**src/sdi_pkg.sv**
```systemverilog
package sdi_pkg;
  localparam int          SDI_CLK_PERIOD_NS = 20;
  localparam int          SDI_FILT_SHORT_NS = 50;
  localparam int          SDI_FILT_LONG_NS  = 3000;
  localparam int          SDI_FILT_SHORT_I  = (SDI_FILT_SHORT_NS / SDI_CLK_PERIOD_NS < 1) ? 1 :
                                              SDI_FILT_SHORT_NS / SDI_CLK_PERIOD_NS;
  localparam int          SDI_FILT_LONG_I   = SDI_FILT_LONG_NS / SDI_CLK_PERIOD_NS + 1;
  localparam logic [7:0]  SDI_FILT_SHORT_CYC = 8'(SDI_FILT_SHORT_I);
  localparam logic [7:0]  SDI_FILT_LONG_CYC  = 8'(SDI_FILT_LONG_I);
  localparam logic [7:0]  SDI_ADDR_CMD    = 8'h00;
  localparam logic [7:0]  SDI_ADDR_MODE   = 8'h04;
  localparam logic [7:0]  SDI_ADDR_ENV1   = 8'h08;
  localparam logic [7:0]  SDI_ADDR_MAIN_STATUS   = 8'h0C;
  localparam logic [7:0]  SDI_ADDR_XSTS   = 8'h10;
  localparam logic [7:0]  SDI_ADDR_SUB_STATUS   = 8'h14;
  localparam logic [7:0]  SDI_ADDR_CAUSE  = 8'h18;
  localparam logic [1:0]  SDI_RESP_OKAY   = 2'h0;
  localparam logic [1:0]  SDI_RESP_SLVERR = 2'h2;
  localparam logic [7:0]  SDI_CMD_EMG     = 8'h05;
  localparam logic [7:0]  SDI_CMD_CLR_OUT = 8'h24;
  localparam logic [7:0]  SDI_CMD_CLR_RST = 8'h25;
  localparam logic [7:0]  SDI_CMD_START   = 8'h50;
  localparam int          SDI_B_ALM_STYLE = 8;
  localparam int          SDI_B_ALM_POL   = 9;
  localparam int          SDI_B_CLR_FAULT = 10;
  localparam int          SDI_B_CLR_HOME  = 11;
  localparam int          SDI_B_EPW_LO    = 12;
  localparam int          SDI_B_CLR_POL   = 15;
  localparam int          SDI_B_ETW_LO    = 16;
  localparam int          SDI_B_INP_POL   = 22;
  localparam int          SDI_B_FILT      = 26;
  localparam int          SDI_B_INP_WAIT  = 9;
  localparam logic [31:0] SDI_ENV1_MASK   = 32'h0443_FF00;
  localparam logic [31:0] SDI_MODE_MASK   = 32'h0000_027F;
  localparam logic [31:0] SDI_ENV1_RST    = 32'h0000_0000;
  localparam logic [31:0] SDI_MODE_RST    = 32'h0000_0000;
  localparam int          SDI_B_XS_CLR    = 9;
  localparam int          SDI_B_XS_INP    = 16;
  localparam int          SDI_B_SS_ALM    = 11;
  localparam int          SDI_B_CAUSE_ALM = 7;
  localparam int          SDI_B_MS_RUN    = 0;
  localparam int          SDI_B_MS_END    = 1;
  localparam int          SDI_B_MS_ERR    = 2;
  localparam int          SDI_B_MS_CODE   = 4;
  localparam logic [2:0]  SDI_EPW_LEVEL   = 3'h7;
  localparam logic [3:0]  SDI_CODE_IDLE   = 4'h0;
  localparam logic [3:0]  SDI_CODE_RUN    = 4'h1;
  localparam logic [3:0]  SDI_CODE_CLRW   = 4'h5;
  localparam logic [3:0]  SDI_CODE_INPW   = 4'hE;
  localparam logic [3:0]  SDI_STOP_NORMAL = 4'h0;
  localparam logic [3:0]  SDI_STOP_ALARM  = 4'h1;
  localparam logic [3:0]  SDI_STOP_EMG    = 4'h2;
  localparam logic [3:0]  SDI_STOP_LIMIT  = 4'h3;
  localparam logic [11:0] SDI_EPW_CYC [0:6] = '{12'h032, 12'h064, 12'h0C8, 12'h190, 12'h320, 12'h640, 12'hC80};
  localparam logic [11:0] SDI_ETW_CYC [0:3] = '{12'h000, 12'h032, 12'h190, 12'hC80};
  typedef enum logic [4:0] {
    SDI_ST_IDLE  = 5'b00001,
    SDI_ST_RUN   = 5'b00010,
    SDI_ST_DECEL = 5'b00100,
    SDI_ST_CLRW  = 5'b01000,
    SDI_ST_INPW  = 5'b10000
  } sdi_state_t;
endpackage

```
**src/sdi_servo_if.sv**
```systemverilog
`timescale 1ns/1ps
// Overview of operation
// - wait for in-position before completing, code 1110b
// - main status updates held until in-position
// - error, emergency, alarm stops complete without waiting
// - in-position already on: complete at once
// - in-position polarity bit 22
// - shared filter bit 26: 50ns pass, 3us reject
// - in-position state readable, extended status 16
// - clear width field 14:12, 111b level mode
// - delay after clear off, field 17:16
// - auto clear pulse on origin return completion
// - auto clear on immediate abnormal stop only
// - limits, alarm, emergency input/command trigger clear
// - command 24h drives clear output anytime
// - clear polarity bit 15, state status 9
// - command 25h resets clear, ends wait 0101b
// - command 05h stops, completes, drops queued operation
// - alarm while not idle causes abnormal stop
// - alarm style bit 8: immediate or decelerate
// - start refused while alarm on
// - alarm polarity bit 9
// - alarm stop sets cause bit 7, status 11
module sdi_servo_if
  import sdi_pkg::*;
(
  input  wire logic        aclk,
  input  wire logic        aresetn,
  input  wire logic [7:0]  awaddr,
  input  wire logic        awvalid,
  output logic             awready,
  input  wire logic [31:0] wdata,
  input  wire logic [3:0]  wstrb,
  input  wire logic        wvalid,
  output logic             wready,
  output logic [1:0]       bresp,
  output logic             bvalid,
  input  wire logic        bready,
  input  wire logic [7:0]  araddr,
  input  wire logic        arvalid,
  output logic             arready,
  output logic [31:0]      rdata,
  output logic [1:0]       rresp,
  output logic             rvalid,
  input  wire logic        rready,
  input  wire logic        in_position_input,
  input  wire logic        driver_alarm_input,
  input  wire logic        emergency_stop_input,
  input  wire logic        end_limit_input_pos,
  input  wire logic        end_limit_input_neg,
  input  wire logic        pulse_done,
  input  wire logic        homing_done,
  input  wire logic        high_speed_pattern,
  output logic             deviation_clear_output,
  output logic             pulse_enable,
  output logic             decel_request,
  output logic             operation_complete
);
  localparam int NCH = 5;

  logic              awready_r, wready_r, bvalid_r, arready_r, rvalid_r;
  logic              aw_full_r, w_full_r;
  logic [7:0]        waddr_r;
  logic [31:0]       wdata_r;
  logic [3:0]        wstrb_r;
  logic [1:0]        bresp_r, rresp_r;
  logic [31:0]       rdata_r;
  logic              wr_en;
  logic [31:0]       env1_r, mode_r;
  logic              cause_alm_r;
  logic [NCH-1:0]    pin_raw, sync1_r, sync2_r, filt_w;
  logic              inp_on, alm_on, emg_on, lim_on;
  logic              cmd_v;
  logic              cmd_emg, cmd_clr_out, cmd_clr_rst, cmd_start;
  sdi_state_t        state_r, state_nxt;
  logic              queued_r;
  logic              done_nxt, err_nxt, fault_trig, home_trig, alarm_stop;
  logic [3:0]        stop_nxt;
  logic              erc_on_r, erc_dly_r;
  logic [11:0]       erc_cnt_r;
  logic              erc_busy, erc_trig;
  logic [2:0]        clear_on_width;
  logic [1:0]        clear_off_delay;
  logic              ms_run_r, ms_end_r, ms_err_r;
  logic [3:0]        ms_code_r;
  logic              erc_pin_r, pulse_en_r, decel_r, complete_r;
  logic [3:0]        state_code;
  logic [31:0]       rd_val;
  logic              rd_ok;

  function automatic logic [31:0] apply_strb(input logic [31:0] old, input logic [31:0] nw,
                                             input logic [3:0] be, input logic [31:0] msk);
    logic [31:0] res;
    res = old;
    for (int i = 0; i < 4; i++) begin
      if (be[i]) begin
        res[i*8 +: 8] = nw[i*8 +: 8];
      end
    end
    return res & msk;
  endfunction

  // bus slave: address and data are taken independently, write runs once both are held
  always_ff @(posedge aclk) begin
    if (!aresetn) begin
      awready_r <= 1'b0;
      aw_full_r <= 1'b0;
      waddr_r   <= 8'h00;
    end else begin
      awready_r <= awvalid & ~awready_r & ~aw_full_r & ~bvalid_r;
      if (awvalid & awready_r) begin
        aw_full_r <= 1'b1;
        waddr_r   <= awaddr;
      end else if (wr_en) begin
        aw_full_r <= 1'b0;
      end
    end
  end

  always_ff @(posedge aclk) begin
    if (!aresetn) begin
      wready_r <= 1'b0;
      w_full_r <= 1'b0;
      wdata_r  <= 32'h0000_0000;
      wstrb_r  <= 4'h0;
    end else begin
      wready_r <= wvalid & ~wready_r & ~w_full_r & ~bvalid_r;
      if (wvalid & wready_r) begin
        w_full_r <= 1'b1;
        wdata_r  <= wdata;
        wstrb_r  <= wstrb;
      end else if (wr_en) begin
        w_full_r <= 1'b0;
      end
    end
  end

  assign wr_en = aw_full_r & w_full_r & ~bvalid_r;

  always_ff @(posedge aclk) begin
    if (!aresetn) begin
      bvalid_r <= 1'b0;
      bresp_r  <= SDI_RESP_OKAY;
    end else if (wr_en) begin
      bvalid_r <= 1'b1;
      bresp_r  <= (waddr_r == SDI_ADDR_CMD || waddr_r == SDI_ADDR_MODE || waddr_r == SDI_ADDR_ENV1 ||
                   waddr_r == SDI_ADDR_CAUSE || waddr_r == SDI_ADDR_MAIN_STATUS || waddr_r == SDI_ADDR_XSTS ||
                   waddr_r == SDI_ADDR_SUB_STATUS) ? SDI_RESP_OKAY : SDI_RESP_SLVERR;
    end else if (bready) begin
      bvalid_r <= 1'b0;
    end
  end

  always_ff @(posedge aclk) begin
    if (!aresetn) begin
      env1_r <= SDI_ENV1_RST;
      mode_r <= SDI_MODE_RST;
    end else if (wr_en) begin
      if (waddr_r == SDI_ADDR_ENV1) begin
        env1_r <= apply_strb(env1_r, wdata_r, wstrb_r, SDI_ENV1_MASK);
      end
      if (waddr_r == SDI_ADDR_MODE) begin
        mode_r <= apply_strb(mode_r, wdata_r, wstrb_r, SDI_MODE_MASK);
      end
    end
  end

  assign cmd_v       = wr_en & (waddr_r == SDI_ADDR_CMD) & wstrb_r[0];
  assign cmd_emg     = cmd_v & (wdata_r[7:0] == SDI_CMD_EMG);
  assign cmd_clr_out = cmd_v & (wdata_r[7:0] == SDI_CMD_CLR_OUT);
  assign cmd_clr_rst = cmd_v & (wdata_r[7:0] == SDI_CMD_CLR_RST);
  assign cmd_start   = cmd_v & (wdata_r[7:0] == SDI_CMD_START);

  assign state_code = (state_r == SDI_ST_IDLE) ? SDI_CODE_IDLE :
                      (state_r == SDI_ST_CLRW) ? SDI_CODE_CLRW :
                      (state_r == SDI_ST_INPW) ? SDI_CODE_INPW : SDI_CODE_RUN;

  always_comb begin
    rd_val = 32'h0000_0000;
    rd_ok  = 1'b1;
    unique case (araddr)
      SDI_ADDR_CMD:   rd_val = 32'h0000_0000;
      SDI_ADDR_MODE:  rd_val = mode_r;
      SDI_ADDR_ENV1:  rd_val = env1_r;
      SDI_ADDR_MAIN_STATUS: begin
        rd_val[SDI_B_MS_RUN]         = ms_run_r;
        rd_val[SDI_B_MS_END]         = ms_end_r;
        rd_val[SDI_B_MS_ERR]         = ms_err_r;
        rd_val[SDI_B_MS_CODE +: 4]   = ms_code_r;
      end
      SDI_ADDR_XSTS: begin
        rd_val[3:0]          = state_code;
        rd_val[SDI_B_XS_CLR] = erc_on_r;
        rd_val[SDI_B_XS_INP] = inp_on;
      end
      SDI_ADDR_SUB_STATUS:  rd_val[SDI_B_SS_ALM] = alm_on;
      SDI_ADDR_CAUSE: rd_val[SDI_B_CAUSE_ALM] = cause_alm_r;
      default:        rd_ok = 1'b0;
    endcase
  end

  always_ff @(posedge aclk) begin
    if (!aresetn) begin
      arready_r <= 1'b0;
      rvalid_r  <= 1'b0;
      rdata_r   <= 32'h0000_0000;
      rresp_r   <= SDI_RESP_OKAY;
    end else begin
      arready_r <= arvalid & ~arready_r & ~rvalid_r;
      if (arvalid & arready_r) begin
        rvalid_r <= 1'b1;
        rdata_r  <= rd_val;
        rresp_r  <= rd_ok ? SDI_RESP_OKAY : SDI_RESP_SLVERR;
      end else if (rready) begin
        rvalid_r <= 1'b0;
      end
    end
  end

  // input conditioning, one filter per pin
  assign pin_raw = {end_limit_input_neg, end_limit_input_pos, emergency_stop_input,
                    driver_alarm_input, in_position_input};

  always_ff @(posedge aclk) begin
    if (!aresetn) begin
      sync1_r <= '1;
      sync2_r <= '1;
    end else begin
      sync1_r <= pin_raw;
      sync2_r <= sync1_r;
    end
  end

  for (genvar g = 0; g < NCH; g++) begin : g_filt
    logic [7:0] cnt_r;
    logic       bit_r;
    logic [7:0] thr;
    // filtered level changes only after the new level held thr cycles in a row
    assign thr = env1_r[SDI_B_FILT] ? SDI_FILT_LONG_CYC : SDI_FILT_SHORT_CYC;
    always_ff @(posedge aclk) begin
      if (!aresetn) begin
        cnt_r <= 8'h00;
        bit_r <= 1'b1;
      end else if (sync2_r[g] == bit_r) begin
        cnt_r <= 8'h00;
      end else if (cnt_r + 8'h01 == thr) begin
        cnt_r <= 8'h00;
        bit_r <= sync2_r[g];
      end else begin
        cnt_r <= cnt_r + 8'h01;
      end
    end
    assign filt_w[g] = bit_r;
  end

  assign inp_on = ~(filt_w[0] ^ env1_r[SDI_B_INP_POL]);
  assign alm_on = ~(filt_w[1] ^ env1_r[SDI_B_ALM_POL]);
  assign emg_on = ~filt_w[2];
  assign lim_on = ~filt_w[3] | ~filt_w[4];

  // axis sequencing; stops are judged in priority emergency, limit, alarm
  always_comb begin
    state_nxt  = state_r;
    done_nxt   = 1'b0;
    err_nxt    = 1'b0;
    stop_nxt   = SDI_STOP_NORMAL;
    fault_trig = 1'b0;
    home_trig  = 1'b0;
    alarm_stop = 1'b0;
    unique case (state_r)
      SDI_ST_IDLE: begin
        if (cmd_start && !alm_on) begin
          state_nxt = SDI_ST_RUN;
        end
      end
      default: begin
        if (cmd_emg || emg_on) begin
          state_nxt  = SDI_ST_IDLE;
          done_nxt   = 1'b1;
          err_nxt    = 1'b1;
          stop_nxt   = SDI_STOP_EMG;
          fault_trig = 1'b1;
        end else if (lim_on && (state_r == SDI_ST_RUN || state_r == SDI_ST_DECEL)) begin
          // immediate limit stop counts only while running or decelerating, not in clear or in-position wait
          state_nxt  = SDI_ST_IDLE;
          done_nxt   = 1'b1;
          err_nxt    = 1'b1;
          stop_nxt   = SDI_STOP_LIMIT;
          fault_trig = 1'b1;
        end else if (alm_on && state_r != SDI_ST_DECEL) begin
          if (env1_r[SDI_B_ALM_STYLE] && high_speed_pattern && state_r == SDI_ST_RUN) begin
            state_nxt = SDI_ST_DECEL;
          end else begin
            state_nxt  = SDI_ST_IDLE;
            done_nxt   = 1'b1;
            err_nxt    = 1'b1;
            stop_nxt   = SDI_STOP_ALARM;
            fault_trig = 1'b1;
            alarm_stop = 1'b1;
          end
        end else if (state_r == SDI_ST_DECEL) begin
          if (pulse_done) begin
            state_nxt  = SDI_ST_IDLE;
            done_nxt   = 1'b1;
            err_nxt    = 1'b1;
            stop_nxt   = SDI_STOP_ALARM;
            alarm_stop = 1'b1;
          end
        end else if (state_r == SDI_ST_INPW) begin
          if (inp_on) begin
            state_nxt = SDI_ST_IDLE;
            done_nxt  = 1'b1;
          end
        end else if ((state_r == SDI_ST_RUN && (pulse_done || homing_done)) ||
                     (state_r == SDI_ST_CLRW && !erc_busy)) begin
          if (state_r == SDI_ST_RUN && homing_done && env1_r[SDI_B_CLR_HOME]) begin
            state_nxt = SDI_ST_CLRW;
            home_trig = 1'b1;
          end else if (mode_r[SDI_B_INP_WAIT] && !inp_on) begin
            state_nxt = SDI_ST_INPW;
          end else begin
            state_nxt = SDI_ST_IDLE;
            done_nxt  = 1'b1;
          end
        end
      end
    endcase
    if (done_nxt && !err_nxt && queued_r) begin
      state_nxt = SDI_ST_RUN;
    end
  end

  always_ff @(posedge aclk) begin
    if (!aresetn) begin
      state_r <= SDI_ST_IDLE;
    end else begin
      state_r <= state_nxt;
    end
  end

  // one operation can wait behind the running one
  always_ff @(posedge aclk) begin
    if (!aresetn) begin
      queued_r <= 1'b0;
    end else if (cmd_emg || (done_nxt && err_nxt)) begin
      queued_r <= 1'b0;
    end else if (cmd_start && state_r != SDI_ST_IDLE && !alm_on) begin
      queued_r <= 1'b1;
    end else if (done_nxt) begin
      queued_r <= 1'b0;
    end
  end

  // main status changes only at start and at completion
  always_ff @(posedge aclk) begin
    if (!aresetn) begin
      ms_run_r  <= 1'b0;
      ms_end_r  <= 1'b0;
      ms_err_r  <= 1'b0;
      ms_code_r <= SDI_STOP_NORMAL;
    end else if (done_nxt) begin
      ms_run_r  <= (state_nxt == SDI_ST_RUN);
      ms_end_r  <= 1'b1;
      ms_err_r  <= err_nxt;
      ms_code_r <= stop_nxt;
    end else if (state_r == SDI_ST_IDLE && state_nxt == SDI_ST_RUN) begin
      ms_run_r <= 1'b1;
      ms_end_r <= 1'b0;
      ms_err_r <= 1'b0;
    end
  end

  // sticky alarm cause, write one to clear; a new alarm stop wins
  always_ff @(posedge aclk) begin
    if (!aresetn) begin
      cause_alm_r <= 1'b0;
    end else if (done_nxt && alarm_stop) begin
      cause_alm_r <= 1'b1;
    end else if (wr_en && waddr_r == SDI_ADDR_CAUSE && wstrb_r[0] && wdata_r[SDI_B_CAUSE_ALM]) begin
      cause_alm_r <= 1'b0;
    end
  end

  // deviation clear: on width, then off delay; pulses stay gated while busy
  assign clear_on_width      = env1_r[SDI_B_EPW_LO +: 3];
  assign clear_off_delay      = env1_r[SDI_B_ETW_LO +: 2];
  assign erc_busy = erc_on_r | erc_dly_r;
  assign erc_trig = cmd_clr_out | home_trig | (fault_trig & env1_r[SDI_B_CLR_FAULT]);

  always_ff @(posedge aclk) begin
    if (!aresetn) begin
      erc_on_r  <= 1'b0;
      erc_dly_r <= 1'b0;
      erc_cnt_r <= 12'h000;
    end else if (erc_trig) begin
      erc_on_r  <= 1'b1;
      erc_dly_r <= 1'b0;
      erc_cnt_r <= 12'h000;
    end else if (cmd_clr_rst) begin
      erc_on_r  <= 1'b0;
      erc_dly_r <= 1'b0;
      erc_cnt_r <= 12'h000;
    end else if (erc_on_r && clear_on_width != SDI_EPW_LEVEL) begin
      if (erc_cnt_r + 12'h001 == SDI_EPW_CYC[clear_on_width]) begin
        erc_on_r  <= 1'b0;
        erc_dly_r <= (SDI_ETW_CYC[clear_off_delay] != 12'h000);
        erc_cnt_r <= 12'h000;
      end else begin
        erc_cnt_r <= erc_cnt_r + 12'h001;
      end
    end else if (erc_dly_r) begin
      if (erc_cnt_r + 12'h001 >= SDI_ETW_CYC[clear_off_delay]) begin
        erc_dly_r <= 1'b0;
        erc_cnt_r <= 12'h000;
      end else begin
        erc_cnt_r <= erc_cnt_r + 12'h001;
      end
    end
  end

  // pins and strobes
  always_ff @(posedge aclk) begin
    if (!aresetn) begin
      erc_pin_r  <= 1'b1;
      pulse_en_r <= 1'b0;
      decel_r    <= 1'b0;
      complete_r <= 1'b0;
    end else begin
      erc_pin_r  <= ~(erc_on_r ^ env1_r[SDI_B_CLR_POL]);
      pulse_en_r <= (state_r == SDI_ST_RUN) & ~erc_busy;
      decel_r    <= (state_r == SDI_ST_DECEL);
      complete_r <= done_nxt;
    end
  end

  assign awready                = awready_r;
  assign wready                 = wready_r;
  assign bvalid                 = bvalid_r;
  assign bresp                  = bresp_r;
  assign arready                = arready_r;
  assign rvalid                 = rvalid_r;
  assign rdata                  = rdata_r;
  assign rresp                  = rresp_r;
  assign deviation_clear_output = erc_pin_r;
  assign pulse_enable           = pulse_en_r;
  assign decel_request          = decel_r;
  assign operation_complete     = complete_r;
endmodule

```
**config.mk**
```make
export PLATFORM = sky130hd
export DESIGN_NAME = sdi_servo_if
export DESIGN_NICKNAME = d
export VERILOG_FILES = /design/src/sdi_pkg.sv /design/src/sdi_servo_if.sv
export SDC_FILE = /design/constraint.sdc
export NUM_CORES = 1
export LEC_CHECK = 0
export BUFFER_PORTS_ARGS = -buffer_cell sky130_fd_sc_hd__buf_2
export CORE_MARGIN = 1
export CORE_UTILIZATION = 58
export DETAILED_ROUTE_END_ITERATION = 10
export PLACE_DENSITY = 0.81
export SYNTH_ARGS = -nofsm -noshare
export SYNTH_HDL_FRONTEND = slang
export SYNTH_SLANG_ARGS = --single-unit
```
**constraint.sdc**
```tcl
create_clock -name aclk -period 3.6 [get_ports aclk]
set_input_delay 0.72 -clock aclk [delete_from_list [all_inputs] [get_ports aclk]]
set_output_delay 0.72 -clock aclk [all_outputs]
set_load 0.05 [all_outputs]
```
### After elaboration in Yosys (flattened, before gate mapping)

Memories as Yosys holds them, arrays and structs flattened.
Index checks and enable logic that the tools add are counted.

| storage, ports and cells | value |
|---|---|
| register bits after elaboration | 189 |
| memory bits (read-only) | 96 |
| bits of input ports | 67 |
| output and inout bits | 45 |
| word-level logic and storage cells | 311 |
| memories kept | 1 |

| operators by class | value |
|---|---|
| $add $sub $neg | 6 |
| magnitude comparators | 3 |
| equality and inequality tests | 37 |
| muxes and demuxes | 104 |
| bitwise logic cells | 50 |
| reductions and logical operators | 66 |

Memories:

| memory | words | bits a word | read ports | clocked after Yosys merged registers in | write ports | line | RTL |
|---|---|---|---|---|---|---|---|
| (no name shown) | 8 | 12 | 1 | 0 | 0 | sdi_servo_if.sv:404 | `if (erc_cnt_r + 12'h001 == SDI_EPW_CYC[clear_on_width]) begin` |

Operators with widths:

| operator | number |
|---|---|
| 12-bit two-way mux | 8 |
| 5-bit two-way mux | 13 |
| 1-bit two-way mux | 62 |
| 8-bit by 5-bit equality test with 1-bit output, second input constant | 6 |
| 8-bit by 1-bit adder with 8-bit output, second input constant | 5 |
| 8-bit equality test | 5 |
| 8-bit by 4-bit equality test with 1-bit output, second input constant | 4 |
| 4-bit two-way mux | 8 |
| 12-bit binary-select mux with 2-bit select | 1 |
| 8-bit by 3-bit equality test with 1-bit output, second input constant | 3 |
| 1-bit bitwise AND | 21 |
| 1-bit logical AND | 21 |
| 1-bit inverter | 20 |
| 3-bit OR reduction | 6 |
| 8-bit by 6-bit equality test with 1-bit output, second input constant | 2 |
| 8-bit zero test | 2 |
| 2-bit nonzero test | 8 |
| 3-bit AND reduction | 5 |
| 12-bit by 1-bit adder with 12-bit output, second input constant | 1 |
| 12-bit equality test | 1 |
| 12-bit >= comparator | 1 |
| 2-bit AND reduction | 6 |
| 12-bit nonzero test | 1 |
| 1-bit logical OR | 11 |
| other kinds (29) | 45 |

### Logic depth before layout (Yosys ltp)

Gate-level depths: netlist of the first run.

| depth | value |
|---|---|
| word-level depth | 18 |
| depth in mapped cells | 15 |
| mapped depth without buffers | 12 |

### Worst setup path after synthesis of the first run

Ideal clock, no wire load.

| timing path | value |
|---|---|
| path type | register -> register |
| from | register erc_cnt_r[0] |
| to | register erc_cnt_r[10] |
| arrival time | 2,839 ps |
| data required time | 3,463 ps |
| setup slack | 624 ps |
| cell stages (with the launch flop) | 16 |
| path buffers | 3 |
| clock period less this slack | 2,976 ps |
| cells stage by stage | dfxtp_1 > ha_1 > clkbuf_1 > nand3_1 > xnor2_1 > ha_1 > o21ai_0 > a31oi_1 > o21ai_0 > a31o_2 > a41o_1 > nor2b_1 > buf_2 > buf_4 > a31oi_1 > a31oi_1 |

| on the way | value |
|---|---|
| cells in the longest elaborated chain, start to end | 5 |
| elaborated cells between the ends (all ways) | 7 |
| those cells by class | add/sub: 1; order compare: 1; eq/ne: 1; mux: 4 |

Ends and longest elaborated chain:

| element | line | RTL |
|---|---|---|
| start: declaration | sdi_servo_if.sv:80 | `logic [11:0] erc_cnt_r;` |
| start signal: assignment | sdi_servo_if.sv:409 | `erc_cnt_r <= erc_cnt_r + 12'h001;` |
| start signal: assignment | sdi_servo_if.sv:416 | `erc_cnt_r <= erc_cnt_r + 12'h001;` |
| 12-bit by 1-bit adder with 12-bit output * | -- |  |
| 12-bit >= comparator | sdi_servo_if.sv:412 | `if (erc_cnt_r + 12'h001 >= SDI_ETW_CYC[clear_off_delay]) begin` |
| 12-bit two-way mux | sdi_servo_if.sv:412 |  |
| 12-bit two-way mux | sdi_servo_if.sv:411 | `end else if (erc_dly_r) begin` |
| 12-bit two-way mux * | sdi_servo_if.sv:403 | `end else if (erc_on_r && clear_on_width != SDI_EPW_LEVEL) begin` |

Mark *: on every way between the ends. The rest lies on a longest branch, timed or not. The select of a mux whose other input is x is not followed.
A chain may end at the register's enable or synchronous reset.

### Final worst setup path of the first run

Ends and elaborated chain as after synthesis.

==> flow_metrics.py, run 1 <==
metrics = {
    "run_status": {
        "status": "complete, no violations",
    },
    "clock_tree": {
        "htree_levels": 4,
        "post_cts_buffers": 0,
        "root_buffer": "clkbuf_16",
        "clk_path_buf_depth": 2,
        "cts_tree": "yes",
        "cts.sinks": 166,
        "ctsResizeCount": 0,
        "clk_latency_ns": 0.43,
        "cts_hold_buf": 0,
        "clk_pin_slew_ns": 0.07,
        "cts_made_buffers": 17,
    },
    "floorplan": {
        "core_area_um2": 13300,
        "die_x_um": 119.0,
        "die-area_um2": 14160,
        "die_y_um": 119.0,
        "rows": 42,
        "initial_utilization_pct": 59.72,
        "ios": 112,
    },
    "worst_setup_path": {
        "required_ns": 3.96,
        "reg2reg_to": "erc_cnt_r[10]$_SDFFE_PP0P_",
        "startpoint_type": "register",
        "r2r-start": "erc_cnt_r[0]$_SDFFE_PP0P_",
        "cp_max_fo": 16,
        "r2r_slack_ns": 0.33,
        "cp_data_arrival_time_ns": 3.63,
        "end_kind": "register",
        "r2r_cells": 12,
        "crit_type": "reg -> reg",
    },
    "global_route": {
        "grt_pass1_wl_mm": 30.48,
        "grt_max_degree": 86,
        "antenna_found_initial": 0,
        "grt_pass1_vias": 6370,
        "overflow": 0,
        "grt_usage_pct": 27.06,
    },
    "sta": {
        "finalHoldViolations": 0,
        "fin_crit_ns": 3.267,
        "clock-skew-final_ns": 0.01009,
        "rsz0062_at_grt": "no",
        "worst_slew_pin_slew_ns": 0.9411,
        "relSlewSlack_pct": 37.11,
        "fin_crit_sh_pct": 90.75,
        "tns_ns": 0,
        "setup_viol": 0,
        "fmax_ghz": 0.3061,
        "slew_viol_final": 0,
    },
    "synthesis": {
        "synth_top_area_cell": "dfxtp_1",
        "synth_most_common_cell": "dfxtp_1",
        "synth_ff_type": "dfxtp_1",
        "syn-instance-count": 948,
        "synth.distinct_cells": 66,
        "synth_edf_count": 0,
        "yosys_warnings": 0,
        "ys_seq_elements": 166,
        "ys_top_cells_by_count": "166 x dfxtp_1, 116 x nand2_1, 104 x nor2_1",
        "yosysSeqAreaShare_pct": 41.85,
        "synth.area.top_cells": "dfxtp_1 42%, nand2_1 5.5%, nor2_1 4.9%",
        "yosysTopAreaCellShare_pct": 41.85,
        "synthArstFlopShare_pct": 0,
        "avgSynthCellArea_um2": 8.376,
        "synthesis.area_um2": 7940,
    },
    "run": {
        "max_cap_violations": 0,
    },
    "hold_path": {
        "min_delay_worst_endpoint": "sync2_r[2]$_SDFF_PN1_",
        "hp-start": "sync1_r[2]$_SDFF_PN1_",
        "hold_depth": 1,
        "hold_path.class": "reg -> reg",
    },
    "drt": {
        "drt_iter0_drc": 607,
        "routedWlPerCell_um": 15.33,
        "viasPerCell": 5.742,
        "drt_pass1_iterations": 7,
        "wirelength_mm": 18.49,
        "drtAntennaViolNets": 0,
        "post-route-drc-count": 0,
        "vias": 6925,
    },
    "finish": {
        "final_core_util_pct": 67.65,
        "area_growth_pct": 13.28,
        "nets": 1106,
        "diodes": 0,
        "drive_gt1_share_pct": 13.98,
    },
    "power_and_ir_drop": {
        "cellLeakagePower_nw": 3.411,
        "peakVddDrop_v": 0.0003724,
        "p_per_area_nw_per_um2": 432.3,
    },
    "place": {
        "dp_hpwl_mm": 13.02,
        "portBuffers": 85,
        "gp_congestion": 0.9113,
    },
}
critical path, stage by stage (launching register included):
cell     delay (ns)
dfxtp_1        0.47
ha_1           0.42
nand3_1        0.16
xnor2_1        0.18
ha_1           0.22
nor2b_1        0.16
nand4_1        0.10
o21ai_0        0.21
a31o_2         0.21
a41o_1         0.19
nor2b_2        0.54
nand3_1        0.15
a31oi_1        0.17
final cells by class:
cell class | instances | area, um2
multi-input combinational | 711 | 4265
fill | 1118 | 4300
timing repair buffer | 95 | 500.5
tap | 176 | 220.2
clock buffer | 17 | 425.4
inverter | 26 | 97.59
sequential | 166 | 3323
clock inverter | 15 | 162.7
registers in the layout, summed over array words and instances (netlist names), 2 cells and up:
register / count
g_filt.cnt_r: 40
sync2_r: 5
wdata_r: 20
mode_r: 8
g_filt.bit_r: 5
wstrb_r: 4
env1_r: 12
state_r: 5
erc_cnt_r: 12
waddr_r: 8
ms_code_r: 2
sync1_r: 5
rdata: 20
kinds of logic after synthesis:
family | share of synthesized area (%)
muxes | 2.474
buffers and inverters | 5.074
adders and majority gates | 3.467
DFF | 41.85
other | 0.04723
and+or+nand+nor | 26.57
xor gates and xnor gates | 7.123
AOI/OAI and AO/OA | 13.39
power by group:
group | total [mW] | internal, mW | switching, mW
clock | 1.82 | 1.04 | 0.788
sequential | 1.88 | 1.86 | 0.0208
combinational | 0.182 | 0.0526 | 0.130
layer usage:
| layer | track usage, % | wire length, um |
|---|---|---|
| met5 | 0 | 0 |
| met3 | 5.939 | 1008 |
| met4 | 10.21 | 456 |
| met1 | 35.32 | 8562 |
| met2 | 43.60 | 8459 |
placed cells by master, fill, tap and decap left out, types with 6 or more instances in the layout:
cell       Yosys  routed
dfxtp_1      166     166
nand2_1      116     116
nor2_1       104     104
buf_2          4      85
a21oi_1       69      69
nand3_1       54      54
xnor2_1       33      33
xor2_1        29      29
inv_1         26      25
o21ai_0       25      25
a31oi_1       25      25
nand4_1       22      22
ha_1          22      22
nand2b_1      19      19
and3_1        17      17
mux2i_1       17      17
clkbuf_16      0      17
nor3_1        14      14
conb_1         1      14
and2_1        12      12
nor2b_1       12      11
a22oi_1       11      11
buf_4         16      10
nor4b_1        8       8
or3_1          7       7
a221oi_1       7       7
inv_6          0       7
nand3b_1       6       6
worst max-delay path by stage:
stage	from	slack, ns	to
2_1_floorplan	erc_cnt_r[0]$_SDFFE_PP0P_	0.62	erc_cnt_r[10]$_SDFFE_PP0P_
3_3_place_gp	erc_cnt_r[0]$_SDFFE_PP0P_	0.25	erc_cnt_r[10]$_SDFFE_PP0P_
3_5_place_dp	erc_cnt_r[0]$_SDFFE_PP0P_	0.09	erc_cnt_r[9]$_SDFFE_PP0P_
4_1_cts	erc_cnt_r[0]$_SDFFE_PP0P_	0.05	erc_cnt_r[10]$_SDFFE_PP0P_
5_1_grt	erc_cnt_r[0]$_SDFFE_PP0P_	0.03	erc_cnt_r[7]$_SDFFE_PP0P_
6_report	erc_cnt_r[0]$_SDFFE_PP0P_	0.33	erc_cnt_r[10]$_SDFFE_PP0P_
metrics by stage:
step                setup WS [ns]  hold WS, ns  cell area [um2]  total power [mW]  std cells
floorplan                  0.6241       0.3863             7989             2.054        961
global placement           0.2527       0.3901             8404             2.100       1174
detailed placement        0.09044       0.3972             8404             2.103       1174
CTS                       0.05021       0.4211             8992             3.917       1206
global route              0.03280       0.4299             8995             4.021       1206
finish                     0.3331       0.4205             8995             3.889       1206
No activity file was read; power rests on OpenSTA's default activity.
==> inputs of run 2 (changes only) <==
- CELL_PAD_IN_SITES_DETAIL_PLACEMENT: not set -> 1
- CELL_PAD_IN_SITES_GLOBAL_PLACEMENT: not set -> 2
- CORE_MARGIN: 1 -> not set
- CORE_UTILIZATION: 58 -> 34
- PLACE_DENSITY: 0.81 -> not set
- PLACE_DENSITY_LB_ADDON: not set -> 0.1
==> run 2 against run 1 <==
Against the previous run:
- critical path depth decreased by 1
- largest power group unchanged
- hold slack worse by 0.0048 ns
- clock skew increased by 0.0016 ns
- utilization down 27 points
- design area is 2.5% higher
- sequential power about the same
- critical path type unchanged
- count of clock-buffer cells in the layout grew 2
==> flow_metrics.py, run 2 (same netlist as run 1, synthesis figures left out) <==
metrics = {
    "run_status": {
        "status": "complete, no violations",
    },
    "floorplan": {
        "initial_utilization_pct": 34.86,
        "ios": 112,
        "core_area_um2": 22780,
        "die_y_um": 154.8,
        "die-area_um2": 23970,
        "die_x_um": 154.8,
        "rows": 55,
    },
    "finish": {
        "largest_register_ffs": 40,
        "diodes": 0,
        "mostFrequentLayoutCells": "166 x dfxtp_1, 116 x nand2_1, 104 x nor2_1, 85 x buf_2, 69 x a21oi_1",
        "regMostFlops": "g_filt.cnt_r",
        "final_common_cell": "dfxtp_1",
        "final_core_util_pct": 40.48,
        "area_growth_pct": 16.12,
        "nets": 1115,
        "drive_gt1_share_pct": 14.64,
    },
    "worst_setup_path": {
        "cp_top_family": "simple AND/OR/NAND/NOR gates",
        "required_ns": 3.95,
        "end_kind": "register",
        "crit_type": "reg -> reg",
        "worst-path-stages": 11,
        "startpoint_type": "register",
        "cp_data_arrival_time_ns": 3.47,
        "cp_max_fo": 16,
        "crit_buf_inv": 0,
        "r2r_cells": 11,
        "slowest_stage": "nor2b_2",
        "cpPeakStageDelay_ns": 0.56,
        "path_common_cell": "ha_1",
        "crit_chain": "ha_1 -> nand3_1 -> nor2_1 -> xor2_1 -> ha_1 -> o21ai_0 -> a31o_2 -> a41o_1 -> nor2b_2 -> nand3b_1 -> a31oi_1",
    },
    "clock_tree": {
        "cts_tree": "yes",
        "post_cts_buffers": 0,
        "clk_pin_slew_ns": 0.07,
        "cts.sinks": 166,
        "root_buffer": "clkbuf_16",
        "clk_path_buf_depth": 2,
        "cts_made_buffers": 17,
        "cts_hold_buf": 0,
        "htree_levels": 4,
        "clk_latency_ns": 0.43,
        "ctsResizeCount": 0,
    },
    "drt": {
        "wirelength_mm": 21.60,
        "post-route-drc-count": 0,
        "vias": 6833,
        "viasPerCell": 5.058,
        "routedWlPerCell_um": 15.99,
        "drt_iter0_drc": 271,
        "drtAntennaViolNets": 0,
        "drt_pass1_iterations": 4,
    },
    "sta": {
        "tns_ns": 0,
        "fin_crit_ns": 3.124,
        "rsz0062_at_grt": "no",
        "worst_slew_pin_slew_ns": 0.9614,
        "fin_crit_sh_pct": 86.78,
        "fmax_ghz": 0.3201,
        "setup_viol": 0,
        "finalHoldViolations": 0,
        "relSlewSlack_pct": 35.75,
        "slew_viol_final": 0,
        "clock-skew-final_ns": 0.01167,
    },
    "hold_path": {
        "hold_path.class": "reg -> reg",
        "hold_depth": 1,
    },
    "power_and_ir_drop": {
        "peakVddDrop_v": 0.0002048,
        "p_per_area_nw_per_um2": 418.8,
        "cellLeakagePower_nw": 3.442,
    },
    "global_route": {
        "grt_usage_pct": 19.27,
        "grt_pass1_vias": 6989,
        "grt_max_degree": 45,
        "overflow": 0,
        "grt_pass1_wl_mm": 36.43,
        "antenna_found_initial": 1,
    },
    "place": {
        "dp_hpwl_mm": 16.14,
        "portBuffers": 85,
        "gp_congestion": 0.7853,
    },
    "run": {
        "max_cap_violations": 0,
    },
}
==> run 2: cell types whose count changed in the layout (fill, tap and decap cells not counted), sizes merged <==
cell      previous run  this run
bufinv               2         1
clkinv               3         4
buf                 95       104
inv                 34        30
clkinvlp             2         3
clkbuf              17        19
==> run 2: path summary, 6_finish.rpt <==
| kind | to | slack (ns) | start |
|---|---|---|---|
| min reg2reg | sync2_r[3]$_SDFF_PN1_ | 0.42 | sync1_r[3]$_SDFF_PN1_ |
| max reg2reg | erc_cnt_r[2]$_SDFFE_PP0P_ | 0.48 | erc_cnt_r[1]$_SDFFE_PP0P_ |
| min | sync2_r[3]$_SDFF_PN1_ | 0.42 | sync1_r[3]$_SDFF_PN1_ |
| max | erc_cnt_r[2]$_SDFFE_PP0P_ | 0.48 | erc_cnt_r[1]$_SDFFE_PP0P_ |
==> run 2: layout make-up <==
| cell class | instances | area [um2] |
|---|---|---|
| clock buffers | 19 | 452.9 |
| clock inverters | 12 | 121.4 |
| fillers | 2734 | 13560 |
| inverters | 26 | 97.59 |
| multi-input cells | 711 | 4265 |
| flip-flops and latches | 166 | 3323 |
| well taps | 313 | 391.6 |
| repair buffers | 104 | 568.0 |
==> run 2: power by group <==
| group | switching [mW] | internal, mW |
|---|---|---|
| registers | 0.0218 | 1.86 |
| clock network | 0.794 | 0.999 |
| logic | 0.133 | 0.0536 |
==> run 2: per-layer routing <==
layer  wire length, um  up-vias  global-route usage (%)  part of all wire, %
met5                13        -                       0                0.060
met4               231        2                   6.082                  1.1
met3               903       22                   3.278                  4.2
met2              9810      106                   31.48                   45
met1             10640     3246                   25.83                   49
li1                  -     3457                       -                    -
==> run 2: metrics by stage <==
| step | setup WS (ns) | instances | power [mW] | area, um2 | hold WS, ns |
|---|---|---|---|---|---|
| detailed placement | 0.1576 | 1320 | 2.114 | 8643 | 0.4013 |
| finish | 0.4760 | 1351 | 3.861 | 9220 | 0.4157 |
| CTS | 0.1228 | 1351 | 3.938 | 9218 | 0.4222 |
| global placement | 0.2320 | 1320 | 2.113 | 8643 | 0.3953 |
| floorplan | 0.6241 | 961 | 2.054 | 7989 | 0.3863 |
| global route | 0.1322 | 1351 | 4.032 | 9220 | 0.4290 |
==> inputs of run 3 (changes only) <==
- CORE_UTILIZATION: 34 -> 31
- clock period: 3.6 -> 2.6 ns (I/O delays scaled with it)
==> run 3 against run 2 <==
Against the previous run:
- the run now ends with negative setup slack left
- global-route usage decreased by 0.49 points
- clock skew increased by 0.0030 ns
- via count increased by 5.3%
- combinational power increased by 55%
- die area increased by 9.6%
- setup slack got worse by 0.49 ns
- sequential cell count unchanged
- critical endpoint is now erc_cnt_r[5]$_SDFFE_PP0P_
- largest power group is now the clock network
- highest routed layer is now met4
==> flow_metrics.py, run 3 (same netlist as run 1, synthesis figures left out) <==
metrics = {
    "finish": {
        "largest_register_ffs": 40,
        "fillers": 2964,
        "area_growth_pct": 29.67,
        "instances_no_fill": 1451,
        "diodes": 0,
        "regMostFlops": "g_filt.cnt_r",
        "design_area_um2": 10300,
        "final_core_util_pct": 40.89,
        "final_common_cell": "dfxtp_1",
        "mostFrequentLayoutCells": "156 x dfxtp_1, 114 x nand2_1, 103 x nor2_1, 97 x buf_4, 85 x buf_2",
        "nets": 1198,
        "drive_gt1_share_pct": 25.51,
    },
    "drt": {
        "routedWlPerCell_um": 16.54,
        "wirelength_mm": 24.00,
        "post-route-drc-count": 0,
        "viasPerCell": 4.957,
        "drt_iter0_drc": 291,
        "vias": 7192,
        "drtAntennaViolNets": 0,
        "drt_pass1_iterations": 4,
    },
    "worst_setup_path": {
        "reg2reg_to": "erc_cnt_r[5]$_SDFFE_PP0P_",
        "end_kind": "register",
        "cp_data_arrival_time_ns": 2.93,
        "r2r-start": "erc_cnt_r[1]$_SDFFE_PP0P_",
        "cp_max_fo": 8,
        "crit_type": "reg -> reg",
        "r2r_slack_ns": -0.009,
        "r2r_cells": 14,
        "startpoint_type": "register",
        "required_ns": 2.92,
    },
    "sta": {
        "fin_ws_ns": -0.009206,
        "clock-skew-final_ns": 0.01468,
        "rsz0062_at_grt": "yes",
        "slew_viol_final": 0,
        "relSlewSlack_pct": 62.49,
        "fin_crit_sh_pct": 100.4,
        "fmax_ghz": 0.3833,
        "fin_crit_ns": 2.609,
        "whs_ns": 0.2688,
        "finalHoldViolations": 0,
        "setup_viol": 2,
        "worst_slew_pin_slew_ns": 0.5615,
    },
    "global_route": {
        "grt_pass1_vias": 7309,
        "grt_pass1_wl_mm": 38.82,
        "grt_max_degree": 86,
        "grt_usage_pct": 18.79,
        "antenna_found_initial": 0,
        "overflow": 0,
    },
    "hold_path": {
        "min_delay_worst_endpoint": "sync1_r[4]$_SDFF_PN1_",
        "hp-start": "end_limit_input_neg",
        "hold_depth": 2,
        "hold_path.class": "in -> reg",
    },
    "clock_tree": {
        "clk_pin_slew_ns": 0.07,
        "cts_made_buffers": 17,
        "clk_path_buf_depth": 2,
        "clk_latency_ns": 0.43,
        "cts.sinks": 166,
        "htree_levels": 4,
        "root_buffer": "clkbuf_16",
        "cts_tree": "yes",
    },
    "place": {
        "placedCellCount": 1414,
        "portBuffers": 85,
        "dp_hpwl_mm": 17.73,
        "gp_congestion": 0.8031,
        "placed_cell_area_um2": 9301,
    },
    "run_status": {
        "status": "finished with violations",
        "violations": "negative setup slack",
    },
    "power_and_ir_drop": {
        "total_power_mw": 5.525,
        "cellLeakagePower_nw": 3.972,
        "p_per_area_nw_per_um2": 536.6,
        "peakVddDrop_v": 0.0004150,
    },
    "run": {
        "max_cap_violations": 0,
    },
    "floorplan": {
        "die_y_um": 162.0,
        "die-area_um2": 26260,
        "rows": 58,
        "ios": 112,
        "initial_utilization_pct": 31.53,
        "core_area_um2": 25180,
        "die_x_um": 162.0,
    },
}
run 3: repair_timing:
item | in CTS | in global routing
setup buffers | 1 | 5
hold buffers | 0 | 0
cloned | 1 | 0
gates resized for setup | 20 | 51
pin swaps | 10 | 26
endpoints found under the setup margin | 10 | 34
run 3: worst max-delay path by stage:
stage / from / endpoint / slack (ns) / cells past startpoint
final: erc_cnt_r[1]$_SDFFE_PP0P_ / erc_cnt_r[5]$_SDFFE_PP0P_ / -0.009 / 14
after global routing: erc_cnt_r[5]$_SDFFE_PP0P_ / erc_cnt_r[2]$_SDFFE_PP0P_ / -0.14 / 11
after CTS: erc_cnt_r[5]$_SDFFE_PP0P_ / erc_cnt_r[10]$_SDFFE_PP0P_ / 0.0007 / 12
after detailed placement: erc_cnt_r[1]$_SDFFE_PP0P_ / erc_cnt_r[2]$_SDFFE_PP0P_ / -0.17 / 12
after global placement: erc_cnt_r[1]$_SDFFE_PP0P_ / erc_cnt_r[2]$_SDFFE_PP0P_ / -0.12 / 13
after floorplan: erc_cnt_r[2]$_SDFFE_PP0P_ / erc_cnt_r[10]$_SDFFE_PP0P_ / -0.13 / 15
run 3: stage by stage:
stage,TNS [ns],worst slack (ns)
6_report,-0.01259,-0.009206
5_1_grt,-1.056,-0.1444
4_1_cts,0,0.0006994
3_5_place_dp,-1.246,-0.1735
3_3_place_gp,-0.8432,-0.1172
2_1_floorplan,-0.7822,-0.1267
run 3: final cells by class:
class | count | area, um2 | share of cell area (%)
Timing Repair Buffer | 187 | 1236 | 12.01
Clock buffer | 20 | 466.7 | 4.533
Clock inverter | 11 | 140.1 | 1.361
Sequential cell | 166 | 3348 | 32.52
Multi-Input combinational cell | 711 | 4594 | 44.62
Inverter | 26 | 97.59 | 0.9479
Tap cell | 330 | 412.9 | 4.010
run 3: critical path, stage by stage, from the launching register on:
cell and delay (ns):
dfxtp_4 0.37, buf_6 0.11, nand2_4 0.05, or3_4 0.40, nand2_4 0.08, ha_4 0.13
o21ai_2 0.04, a31oi_1 0.12, o21ai_1 0.10, a31o_2 0.28, a41o_1 0.27, nor2b_4 0.16
buf_12 0.16, a31oi_1 0.17, a31oi_1 0.05
run 3: power breakdown:
part           leakage (nW)  switching (mW)  internal [mW]  total (mW)
Combinational          2.33           0.196         0.0930       0.289
Sequential             1.35          0.0260           2.57        2.60
Clock                 0.289            1.13           1.51        2.64
Total                  3.97            1.35           4.17        5.52
run 3: layer usage:
metal,vias up,global-route usage (%),wire (um)
met5,-,0,0
met4,0,4.245,132
met3,9,3.090,611
met2,99,30.24,11170
met1,3473,26.15,12080
li1,3611,-,-
